$ cat src/shared/bpm_csr_map.svh
// offsets, field positions, reset values and timing counts of the power management csr
`ifndef BPM_CSR_MAP_SVH
`define BPM_CSR_MAP_SVH

// register bus geometry
`define BPM_ADDR_W          8
`define BPM_DATA_W          32

// byte offsets
`define BPM_OFF_POWER_STATE_CTRL_STATUS       8'h94
`define BPM_OFF_INT_STAT    8'hC0
`define BPM_OFF_INT_MASK    8'hC4

// power state field
`define BPM_PS_MSB          1
`define BPM_PS_LSB          0
`define BPM_PS_D0           2'h0
`define BPM_PS_D1           2'h1
`define BPM_PS_D2           2'h2
`define BPM_PS_D3           2'h3
`define BPM_PS_RST          2'h0

// single-bit fields of the power management word
`define BPM_BIT_RSVD2       2
`define BPM_BIT_NO_SOFT_RST 3
`define BPM_BIT_PME_EN      8
`define BPM_BIT_PME_ST      15
`define BPM_BIT_B2B3        22
`define BPM_BIT_BPCC        23

// multi-bit read-as-zero fields
`define BPM_RSVD_LO_MSB     7
`define BPM_RSVD_LO_LSB     4
`define BPM_DSEL_MSB        12
`define BPM_DSEL_LSB        9
`define BPM_DSCALE_MSB      14
`define BPM_DSCALE_LSB      13
`define BPM_RSVD_HI_MSB     21
`define BPM_RSVD_HI_LSB     16
`define BPM_DATA_MSB        31
`define BPM_DATA_LSB        24

// fixed and reset values
`define BPM_NO_SOFT_RST_VAL 1'h1
`define BPM_B2B3_VAL        1'h0
`define BPM_BPCC_VAL        1'h0
`define BPM_PME_EN_RST      1'h0
`define BPM_PME_ST_RST      1'h0

// interrupt status and mask bits
`define BPM_N_EVT           3
`define BPM_EVT_PME         0
`define BPM_EVT_SRST_DONE   1
`define BPM_EVT_PS_DISCARD  2
`define BPM_INT_RST         3'h0

// internal reset pulse
`define BPM_CLK_NS          50
`define BPM_SRST_NS         200
`define BPM_SRST_CYC        ((`BPM_SRST_NS + `BPM_CLK_NS - 1) / `BPM_CLK_NS)
`define BPM_SRST_CNT_W      3

`endif

$ cat src/shared/bpm_pkg.sv
// types of the power management csr
`default_nettype none

package bpm_pkg;

  `include "bpm_csr_map.svh"

  typedef logic [`BPM_ADDR_W-1:0] bpm_addr_t;
  typedef logic [`BPM_DATA_W-1:0] bpm_data_t;
  typedef logic [1:0]             bpm_pstate_t;
  typedef logic [`BPM_N_EVT-1:0]  bpm_evt_t;
  typedef logic [`BPM_SRST_CNT_W-1:0] bpm_cnt_t;

  typedef enum logic {
    BPM_SRST_IDLE,
    BPM_SRST_PULSE
  } bpm_srst_e;

endpackage : bpm_pkg

`default_nettype wire

$ cat src/shared/bpm_csr_if.sv
// decoded register strobes passed from the bus decoder to the register bank
`default_nettype none

interface bpm_csr_if;
  import bpm_pkg::*;

  logic      wr_pm;
  logic      wr_stat;
  logic      wr_mask;
  logic      rd_pm;
  logic      rd_stat;
  logic      rd_mask;
  bpm_data_t wdata;

  modport dec  (output wr_pm, wr_stat, wr_mask, rd_pm, rd_stat, rd_mask, wdata);
  modport regs (input  wr_pm, wr_stat, wr_mask, rd_pm, rd_stat, rd_mask, wdata);

endinterface : bpm_csr_if

`default_nettype wire

$ cat src/bpm_bus_decode.sv
// address decode of the plain register port
`default_nettype none

`include "bpm_csr_map.svh"

module bpm_bus_decode
  import bpm_pkg::*;
(
  // register port
  input  wire bpm_pkg::bpm_addr_t addr,
  input  wire bpm_pkg::bpm_data_t wdata,
  input  wire logic               wr_en,
  input  wire logic               rd_en,
  // decoded strobes
  bpm_csr_if.dec                  csr
);

  wire hit_pm   = (addr == `BPM_OFF_POWER_STATE_CTRL_STATUS);
  wire hit_stat = (addr == `BPM_OFF_INT_STAT);
  wire hit_mask = (addr == `BPM_OFF_INT_MASK);

  assign csr.wr_pm   = wr_en & hit_pm;
  assign csr.wr_stat = wr_en & hit_stat;
  assign csr.wr_mask = wr_en & hit_mask;
  assign csr.rd_pm   = rd_en & hit_pm;
  assign csr.rd_stat = rd_en & hit_stat;
  assign csr.rd_mask = rd_en & hit_mask;
  assign csr.wdata   = wdata;

endmodule : bpm_bus_decode

`default_nettype wire

$ cat src/bpm_csr_top.sv
// power management control and status registers of the bridge
//
// Summary of operation
// - two-bit power state field, reset 00; 00 is D0, 11 is D3
// - writes of codes 01 or 10 are discarded, state kept
// - D3 to D0 by register write pulses internal reset, bus reset untouched
// - no-soft-reset bit is read-only and always reads one
// - sticky event-enable bit, reset 0; event output blocked while it is 0
// - data select, data scale and data byte read zero; writes ignored
// - B2/B3 support bit is read-only zero
// - bus power/clock control bit is read-only zero
//
// Local design decision: the address-and-strobe port.
`default_nettype none

`include "bpm_csr_map.svh"

module bpm_csr_top
  import bpm_pkg::*;
(
  // clock and reset
  input  wire logic               clk,
  input  wire logic               rst_b,
  // register port
  input  wire bpm_pkg::bpm_addr_t addr,
  input  wire bpm_pkg::bpm_data_t wdata,
  input  wire logic               wr_en,
  input  wire logic               rd_en,
  output var  bpm_pkg::bpm_data_t rdata,
  // power management pins
  input  wire logic               pm_wake,
  output var  logic               pm_event_n,
  // to the rest of the bridge
  output var  logic               soft_reset,
  output var  logic               d3_active,
  // interrupt
  output var  logic               irq
);

  import bpm_pkg::*;

  // reset release
  logic rst_meta_n;
  logic rst_n;

  always_ff @(posedge clk or negedge rst_b) begin
    if (!rst_b) begin
      rst_meta_n <= 1'b0;
      rst_n      <= 1'b0;
    end else begin
      rst_meta_n <= 1'b1;
      rst_n      <= rst_meta_n;
    end
  end

  // decoder
  bpm_csr_if csr ();

  bpm_bus_decode u_dec (
    .addr  (addr),
    .wdata (wdata),
    .wr_en (wr_en),
    .rd_en (rd_en),
    .csr   (csr)
  );

  // wake pin synchroniser and edge detect
  logic wake_meta;
  logic wake_sync;
  logic wake_prev;

  always_ff @(posedge clk or negedge rst_n) begin
    if (!rst_n) begin
      wake_meta <= 1'b0;
      wake_sync <= 1'b0;
    end else begin
      wake_meta <= pm_wake;
      wake_sync <= wake_meta;
    end
  end

  // edge flop resets to the idle low level, so no false edge after reset
  always_ff @(posedge clk or negedge rst_n) begin
    if (!rst_n) begin
      wake_prev <= 1'b0;
    end else begin
      wake_prev <= wake_sync;
    end
  end

  wire wake_rise = wake_sync & ~wake_prev;

  // power state
  bpm_pstate_t power_state;
  bpm_pstate_t next_power_state;

  wire bpm_pstate_t ps_wdata = csr.wdata[`BPM_PS_MSB:`BPM_PS_LSB];
  // only D0 and D3 exist; any other code leaves the state alone
  wire ps_legal    = (ps_wdata == `BPM_PS_D0) | (ps_wdata == `BPM_PS_D3);
  wire ps_take     = csr.wr_pm & ps_legal;
  wire ps_discard  = csr.wr_pm & ~ps_legal;
  wire leave_d3    = ps_take & (power_state == `BPM_PS_D3) & (ps_wdata == `BPM_PS_D0);

  assign next_power_state = ps_take ? ps_wdata : power_state;

  // state flag for the rest of the bridge, registered with the state itself
  logic next_d3_active;

  assign next_d3_active = (next_power_state == `BPM_PS_D3);

  always_ff @(posedge clk or negedge rst_n) begin
    if (!rst_n) begin
      power_state <= `BPM_PS_RST;
    end else begin
      power_state <= next_power_state;
    end
  end

  always_ff @(posedge clk or negedge rst_n) begin
    if (!rst_n) begin
      d3_active <= 1'b0;
    end else begin
      d3_active <= next_d3_active;
    end
  end

  // event enable and event status, kept over the internal reset
  logic pme_en;
  logic pme_status;
  logic next_pme_en;
  logic next_pme_status;

  wire pme_clear = csr.wr_pm & csr.wdata[`BPM_BIT_PME_ST];

  assign next_pme_en     = csr.wr_pm ? csr.wdata[`BPM_BIT_PME_EN] : pme_en;
  assign next_pme_status = wake_rise | (pme_status & ~pme_clear);

  always_ff @(posedge clk or negedge rst_n) begin
    if (!rst_n) begin
      pme_en <= `BPM_PME_EN_RST;
    end else begin
      pme_en <= next_pme_en;
    end
  end

  always_ff @(posedge clk or negedge rst_n) begin
    if (!rst_n) begin
      pme_status <= `BPM_PME_ST_RST;
    end else begin
      pme_status <= next_pme_status;
    end
  end

  // active-low event pin follows the status and enable as they will stand
  logic next_pm_event_n;

  assign next_pm_event_n = ~(next_pme_status & next_pme_en);

  always_ff @(posedge clk or negedge rst_n) begin
    if (!rst_n) begin
      pm_event_n <= 1'b1;
    end else begin
      pm_event_n <= next_pm_event_n;
    end
  end

  // internal reset pulse on the D3 to D0 step
  bpm_srst_e srst_state;
  bpm_srst_e next_srst_state;
  bpm_cnt_t  srst_cnt;
  bpm_cnt_t  next_srst_cnt;

  localparam bpm_cnt_t SRST_LAST = bpm_cnt_t'(`BPM_SRST_CYC - 1);

  // done only when the pulse truly ends; a restart in its last cycle holds it off
  wire srst_done = (srst_state == BPM_SRST_PULSE) & (srst_cnt == SRST_LAST) & ~leave_d3;

  always_comb begin
    next_srst_state = srst_state;
    next_srst_cnt   = srst_cnt;
    unique case (srst_state)
      BPM_SRST_IDLE: begin
        if (leave_d3) begin
          next_srst_state = BPM_SRST_PULSE;
          next_srst_cnt   = '0;
        end
      end
      BPM_SRST_PULSE: begin
        if (leave_d3) begin
          next_srst_cnt = '0;
        end else if (srst_cnt == SRST_LAST) begin
          next_srst_state = BPM_SRST_IDLE;
          next_srst_cnt   = '0;
        end else begin
          next_srst_cnt = bpm_cnt_t'(srst_cnt + 1'b1);
        end
      end
    endcase
  end

  always_ff @(posedge clk or negedge rst_n) begin
    if (!rst_n) begin
      srst_state <= BPM_SRST_IDLE;
      srst_cnt   <= '0;
    end else begin
      srst_state <= next_srst_state;
      srst_cnt   <= next_srst_cnt;
    end
  end

  // pulse to the bridge only; the bus reset pin is never touched here
  logic next_soft_reset;

  assign next_soft_reset = (next_srst_state == BPM_SRST_PULSE);

  always_ff @(posedge clk or negedge rst_n) begin
    if (!rst_n) begin
      soft_reset <= 1'b0;
    end else begin
      soft_reset <= next_soft_reset;
    end
  end

  // interrupt status and mask
  bpm_evt_t int_stat;
  bpm_evt_t int_mask;
  bpm_evt_t next_int_stat;
  bpm_evt_t evt;

  assign evt[`BPM_EVT_PME]        = wake_rise;
  assign evt[`BPM_EVT_SRST_DONE]  = srst_done;
  assign evt[`BPM_EVT_PS_DISCARD] = ps_discard;

  genvar gi;
  generate
    for (gi = 0; gi < `BPM_N_EVT; gi++) begin : g_stat
      // a new event beats a clear in the same cycle
      assign next_int_stat[gi] = evt[gi] | (int_stat[gi] & ~(csr.wr_stat & csr.wdata[gi]));
    end
  endgenerate

  always_ff @(posedge clk or negedge rst_n) begin
    if (!rst_n) begin
      int_stat <= `BPM_INT_RST;
    end else begin
      int_stat <= next_int_stat;
    end
  end

  bpm_evt_t next_int_mask;
  logic     next_irq;

  assign next_int_mask = csr.wr_mask ? csr.wdata[`BPM_N_EVT-1:0] : int_mask;
  assign next_irq      = |(next_int_stat & next_int_mask);

  always_ff @(posedge clk or negedge rst_n) begin
    if (!rst_n) begin
      int_mask <= `BPM_INT_RST;
    end else begin
      int_mask <= next_int_mask;
    end
  end

  always_ff @(posedge clk or negedge rst_n) begin
    if (!rst_n) begin
      irq <= 1'b0;
    end else begin
      irq <= next_irq;
    end
  end

  // power management word as read; config here survives the internal reset,
  // so the no-soft-reset bit truthfully reads one
  bpm_data_t pm_word;

  always_comb begin
    pm_word                                    = '0;
    pm_word[`BPM_PS_MSB:`BPM_PS_LSB]           = power_state;
    pm_word[`BPM_BIT_RSVD2]                    = 1'b0;
    pm_word[`BPM_BIT_NO_SOFT_RST]              = `BPM_NO_SOFT_RST_VAL;
    pm_word[`BPM_RSVD_LO_MSB:`BPM_RSVD_LO_LSB] = 4'h0;
    pm_word[`BPM_BIT_PME_EN]                   = pme_en;
    pm_word[`BPM_DSEL_MSB:`BPM_DSEL_LSB]       = 4'h0;
    pm_word[`BPM_DSCALE_MSB:`BPM_DSCALE_LSB]   = 2'h0;
    pm_word[`BPM_BIT_PME_ST]                   = pme_status;
    pm_word[`BPM_RSVD_HI_MSB:`BPM_RSVD_HI_LSB] = 6'h00;
    pm_word[`BPM_BIT_B2B3]                     = `BPM_B2B3_VAL;
    pm_word[`BPM_BIT_BPCC]                     = `BPM_BPCC_VAL;
    pm_word[`BPM_DATA_MSB:`BPM_DATA_LSB]       = 8'h00;
  end

  // read mux; unmapped or idle gives zero
  wire bpm_data_t stat_word = {{(`BPM_DATA_W-`BPM_N_EVT){1'b0}}, int_stat};
  wire bpm_data_t mask_word = {{(`BPM_DATA_W-`BPM_N_EVT){1'b0}}, int_mask};
  wire bpm_data_t rd_word   = csr.rd_pm   ? pm_word   :
                              csr.rd_stat ? stat_word :
                              csr.rd_mask ? mask_word : '0;

  always_ff @(posedge clk or negedge rst_n) begin
    if (!rst_n) begin
      rdata <= '0;
    end else begin
      rdata <= rd_word;
    end
  end

endmodule : bpm_csr_top

`default_nettype wire

$ cat config.mk
export PLATFORM = sky130hd
export DESIGN_NAME = bpm_csr_top
export DESIGN_NICKNAME = d
export VERILOG_FILES = /design/src/shared/bpm_pkg.sv /design/src/shared/bpm_csr_if.sv /design/src/bpm_bus_decode.sv /design/src/bpm_csr_top.sv
export VERILOG_INCLUDE_DIRS = /design/src /design/src/shared
export SDC_FILE = /design/constraint.sdc
export NUM_CORES = 1
export LEC_CHECK = 0
export BUFFER_PORTS_ARGS = -buffer_cell sky130_fd_sc_hd__buf_4
export CAP_MARGIN = 20
export CORE_ASPECT_RATIO = 0.8
export CORE_MARGIN = 3
export CORE_UTILIZATION = 40
export CTS_BUF_LIST = sky130_fd_sc_hd__clkbuf_2
export DETAILED_ROUTE_END_ITERATION = 16
export GPL_ROUTABILITY_DRIVEN = 0
export GPL_TIMING_DRIVEN = 0
export PLACE_DENSITY_LB_ADDON = 0.2
export SLEW_MARGIN = 20
export SYNTH_ARGS = -nofsm -noshare
export SYNTH_HDL_FRONTEND = slang
export SYNTH_SLANG_ARGS = --single-unit
$ cat constraint.sdc
create_clock -name clk -period 2.1 [get_ports clk]
set_clock_uncertainty 0.2 [all_clocks]
set_input_delay 0.42 -clock clk [delete_from_list [all_inputs] [get_ports clk]]
set_output_delay 0.42 -clock clk [all_outputs]
set_load 0.02 [all_outputs]
* Yosys cells after proc, flatten, opt, wreduce, memory -nomap -nowiden *
Cells that the tools add are included.

operators by class
  $add $sub $neg = 1
  multipliers = 0
  div/mod/pow operators = 0
  order comparisons = 0
  equal/unequal tests = 8
  shift operators = 0
  muxes and demuxes = 14
  bitwise gates (word level) = 37
  reductions and logical operators = 2

operators with widths
  kind                                            number
  == test 8 bit (second input constant)           3
  bitwise AND 1 bit                               22
  two-way mux 3 bit                               6
  two-way mux 16 bit                              1
  NOT 1 bit                                       9
  == test 2 bit (second input constant)           3
  one-hot mux 3 bit (2 select lines)              1
  bitwise OR 1 bit                                5
  two-way mux 1 bit                               4
  adder 3 x 1 -> 3 bit (second input constant)    1
  bitwise AND 3 bit                               1
  == test 3 x 2 -> 1 bit (second input constant)  1
  OR reduction 3 bit                              1
  logical NOT 2 bit                               1
  two-way mux 2 bit                               1
  inequality test 2 bit (second input constant)   1
  one-hot mux 1 bit (2 select lines)              1

storage, ports and cells
  bits in registers = 38
  bits in latches = 0
  RAM bits = 0
  memory bits (read-only) = 0
  word-level logic and storage cells = 78
  memories kept = 0

* Logic depth before layout (Yosys ltp) *
  word-level depth = 10
  depth in mapped cells = 6

* Hierarchy *
From an unflattened synthesis, not the netlist that was laid out.

unflattened totals
  cell total of the unflattened synthesis = 149
  area, all modules = 1571.5 sq um

modules (own cells, without submodules)
  module          instances  cells each  area each (sq um)  sequential area each (sq um)
  bpm_csr_top     1          105         1248.7             701.9
  bpm_bus_decode  1          44          322.8              0.0

* Least setup slack after synthesis *
OpenSTA, ideal clock, no wires.

  kind = input to register
  start = input wdata[0]
  end = register irq
  arrival time = 1.726 ns
  slack = 0.048 ns
  stages = 6
  path through = inv_1 > ha_1 > and4b_1 > nand4_1 > a32o_1 > a221o_1

on the way
  word-level cells in the longest chain between the ends = 10
  elaborated cells between the ends (all ways) = 19
  classes of those cells = eq/ne (1); mux (1); bitwise (15); reduce/logical (2)

ends and longest elaborated chain
  element                                                              line                text
  start: declaration                                                   bpm_csr_top.sv:26   input wire bpm_pkg::bpm_data_t wdata,
  == test 2 bit (no line) / logical NOT 2 bit (equally long branches)  --
  bitwise OR 1 bit                                                     bpm_csr_top.sv:99   wire ps_legal = (ps_wdata == `BPM_PS_D0) | (ps_wdata == `BPM_PS_D3);
  bitwise AND 1 bit                                                    bpm_csr_top.sv:100  wire ps_take = csr.wr_pm & ps_legal;
  bitwise AND 1 bit                                                    bpm_csr_top.sv:102  wire leave_d3 = ps_take & (power_state == `BPM_PS_D3) & (ps_wdata == `BPM_PS_D0);
  bitwise AND 1 bit *                                                  bpm_csr_top.sv:102
  NOT 1 bit *                                                          bpm_csr_top.sv:176  wire srst_done = (srst_state == BPM_SRST_PULSE) & (srst_cnt == SRST_LAST) & ~leave_d3;
  bitwise AND 1 bit *                                                  bpm_csr_top.sv:176
  bitwise OR 1 bit *                                                   bpm_csr_top.sv:238  assign next_int_stat[gi] = evt[gi] | (int_stat[gi] & ~(csr.wr_stat & csr.wdata[gi]));
  net next_int_stat[1]                                                 bpm_csr_top.sv:227  bpm_evt_t next_int_stat;
  bitwise AND 3 bit *                                                  bpm_csr_top.sv:254  assign next_irq = |(next_int_stat & next_int_mask);
  OR reduction 3 bit *                                                 bpm_csr_top.sv:254
  net next_irq                                                         bpm_csr_top.sv:251  logic next_irq;
  end signal: assignment                                               bpm_csr_top.sv:268  irq <= next_irq;
  end: declaration                                                     bpm_csr_top.sv:37   output var logic irq

The timed path passes the listed nets; every way through them passes the cells marked *.
A chain may end at the register's enable or synchronous reset.

* Worst setup path in the final report *
Ends and elaborated chain as after synthesis.

==> key figures <==
Worst setup path
  • Worst reg2reg path depth: 4
  • Worst Path Required: 2160 ps
  • Worst Setup Start Kind: primary input
  • Capturing point of the worst reg2reg path: irq
  • Crit end category: flip-flop
  • Critical register-to-register path startpoint: power_state[0]
  • CP max FO: 5
  • Critical path arrival: 2050 ps
  • WS Path Type: in -> reg
  • Reg2reg setup slack: 250 ps

Detailed routing
  • Drt total wl: 2611 um
  • 1st-iter DRT viols: 27
  • Post-DRT Antenna Nets: 0
  • DRC viols: 0
  • Via density: 4.418
  • Detailed-route wire length per cell: 11.87 um
  • DR vias: 972
  • DRT Pass-1 Iters: 4

Hold path
  • Hold Crit Class: reg -> async

Synth
  • Sequential-to-total area share from yosys stat: 0.5000
  • Post-synth ARST share: 1.000
  • Top_reg_cell synth: dfrtp_1
  • Synth Instances: 122
  • Area of the mapped netlist: 0.001404 mm^2
  • Yosys cell types: 36
  • EDFF count, synth: 0
  • Mean post-synth cell area: 11.51 um^2
  • Synth Register Bits: 28
  • Synthesis Warnings: 0

Global route
  • First-pass GRT wire length: 4195 um
  • GRT Util Overall: 0.1287
  • Met1 usage: 0.1621
  • GRT Residual Overflow: 0
  • Initial antenna violation count: 0
  • Grt peak-use layer: met2
  • Met2 Use GR: 0.2270
  • Met3 usage: 0.04237
  • Vias in the first global route: 908
  • Largest net degree at the start of global routing: 27

Final layout
  • Area growth syn-to-layout: 27.54%
  • Fill cells: 295
  • Nets: 228
  • Share of cells above drive strength 1: 0.3889
  • Fin cells: 220
  • Antenna fix cells: 0

Power and ir drop
  • Pwr dens: 513.0 mW/mm^2
  • Tot Pwr: 0.0009185 W
  • Leak: 0.9634 nW
  • Peak ir drop on the vdd network: 0.3034 mV

CTS
  • Clock transition at path regs: 240 ps
  • Hold buffers post-CTS: 2
  • Post-CTS setup buffer count: 0
  • Number of H-tree levels: 1
  • Root buf cell: clkbuf_2
  • # clock sinks: 28
  • CTS Buf Count: 3
  • Latest clock arrival within the worst-skew pair: 350 ps
  • # resized after CTS: 0
  • CTS tree: built
  • Clock buffer depth: 2

Timing
  • Final Setup Violations: 0
  • Slew headroom: 0.6404
  • Slew of the pin with the lowest slew margin: 539.3 ps
  • Fin crit share: 0.9482
  • RSZ-0062 raised after global routing: no
  • Fin. Hold Viols: 0
  • Setup TNS Final: 0 ps
  • Min Tclk post-route: 1991 ps
  • Max Slew Vio Count: 0
  • Fmax: 502.2 MHz

Flow run
  • Max_cap viols: 0

Placement
  • Inst Count DP: 214
  • PortBufs: 27
  • HPWL after detailed placement: 2176 um

Status
  • Status: finished clean

Die
  • DIE AREA: 0.004261 mm^2
  • Initial Util: 0.4359
  • Die height: 58.99 um
  • I/O pins: 81
  • Die Width: 72.24 um
  • Core area: 0.003221 mm^2
  • Row count: 18
kinds of logic after synthesis:
kind of cell / count (synthesis) / synth area share
simple gates: 37 / 0.1800
mux: 10 / 0.07843
compound gates: 12 / 0.06596
buf+inv: 31 / 0.1524
fa+ha+maj: 2 / 0.01782
other cells: 2 / 0.005350
flops: 28 / 0.5000
layer usage:
metal,vias up,share of wire,wire length (um)
met5,-,0,0
met4,0,0,0
met1,450,0.42,1109
li1,492,-,-
met2,30,0.51,1324
met3,0,0.067,176
registers in the layout, indices dropped and copies added (netlist names):
| register | flops |
|---|---|
| rst_meta_n | 1 |
| wake_prev | 1 |
| wake_sync | 1 |
| pme_status | 1 |
| wake_meta | 1 |
| soft_reset | 1 |
| rdata | 6 |
| int_stat | 3 |
| pme_en | 1 |
| power_state | 2 |
| rst_n | 1 |
| d3_active | 1 |
| int_mask | 3 |
| srst_cnt | 3 |
| irq | 1 |
| pm_event_n | 1 |
placed cells by master, fill, tap and decap left out, types with 2 or more instances in the layout:
cell type      netlist  final
a21o_1               2      2
a21oi_1              2      2
and2_1               2      2
and4bb_2             2      2
buf_4               26     53
clkbuf_2             0      3
conb_1               2     27
dfrtp_1             27     26
dlygate4sd3_1        0      2
ha_1                 2      2
inv_1                4      4
mux2_2               4      4
mux2i_1              5      5
nand2_1             10     10
nand2b_1             2      2
nand4_1              6      6
nor2_1               2      2
nor2b_1              3      3
o21ai_0              2      2
cell usage after synthesis (2+ instances only):
master,instances,area [um^2]
a21oi_1,2,10.01
nor2_1,2,7.510
a21o_1,2,15.01
dfrtp_1,27,675.7
nand2b_1,2,12.51
buf_4,26,195.2
inv_1,4,15.01
mux2i_1,5,50.05
nand4_1,6,37.54
conb_1,2,7.510
nor2b_1,3,18.77
nand2_1,10,37.54
mux2_2,4,45.04
o21ai_0,2,10.01
and4bb_2,2,25.02
and2_1,2,12.51
ha_1,2,25.02
report_power, final:
group,internal (W),total [W],switching [W]
registers,0.000555,0.000570,0.0000145
logic,0.0000781,0.000162,0.0000840
clock network,0.0000414,0.000186,0.000145
per-stage QoR:
| step | area [um^2] | setup WS, ps | util | hold WS [ps] |
|---|---|---|---|---|
| 2_1_floorplan | 1498 | 47.88 | - | -75.59 |
| 6_report | 1790 | 108.8 | 0.5559 | 62.80 |
| 5_1_grt | 1790 | 90.32 | 0.5559 | 43.66 |
| 4_1_cts | 1789 | 134.1 | 0.5556 | 74.33 |
| 3_3_place_gp | 1750 | -259.2 | 0.5435 | 2.222 |
| 3_5_place_dp | 1750 | -263.3 | 0.5435 | 3.151 |
critical path, cell delays in order:
cell     delay [ps]
buf_4           110
inv_1            40
ha_1            310
and4b_1         330
nand4_1         190
a32o_1          330
a221o_1         310
final cells by class:
class	count	area, um^2	share of cell area
clock buffers	3	15.01	0.008386
clock inverters	1	3.754	0.002096
flip-flops and latches	28	703.2	0.3927
plain buffers	27	198.9	0.1111
multi-input cells	88	581.8	0.3249
repair buffers	29	222.7	0.1244
inverters	4	15.01	0.008386
well taps	40	50.05	0.02795
worst max path at each step:
stage / startpoint / endpoint / slack [ps] / depth (start not counted)
2_1_floorplan: wdata[0] / irq / 50 / 6
3_3_place_gp: wdata[0] / irq / -260 / 7
3_5_place_dp: wdata[0] / irq / -260 / 7
4_1_cts: wdata[0] / irq / 130 / 7
5_1_grt: wdata[0] / irq / 90 / 7
6_report: wdata[0] / irq / 110 / 7
Note: power is estimated with default switching activity, not from simulation.
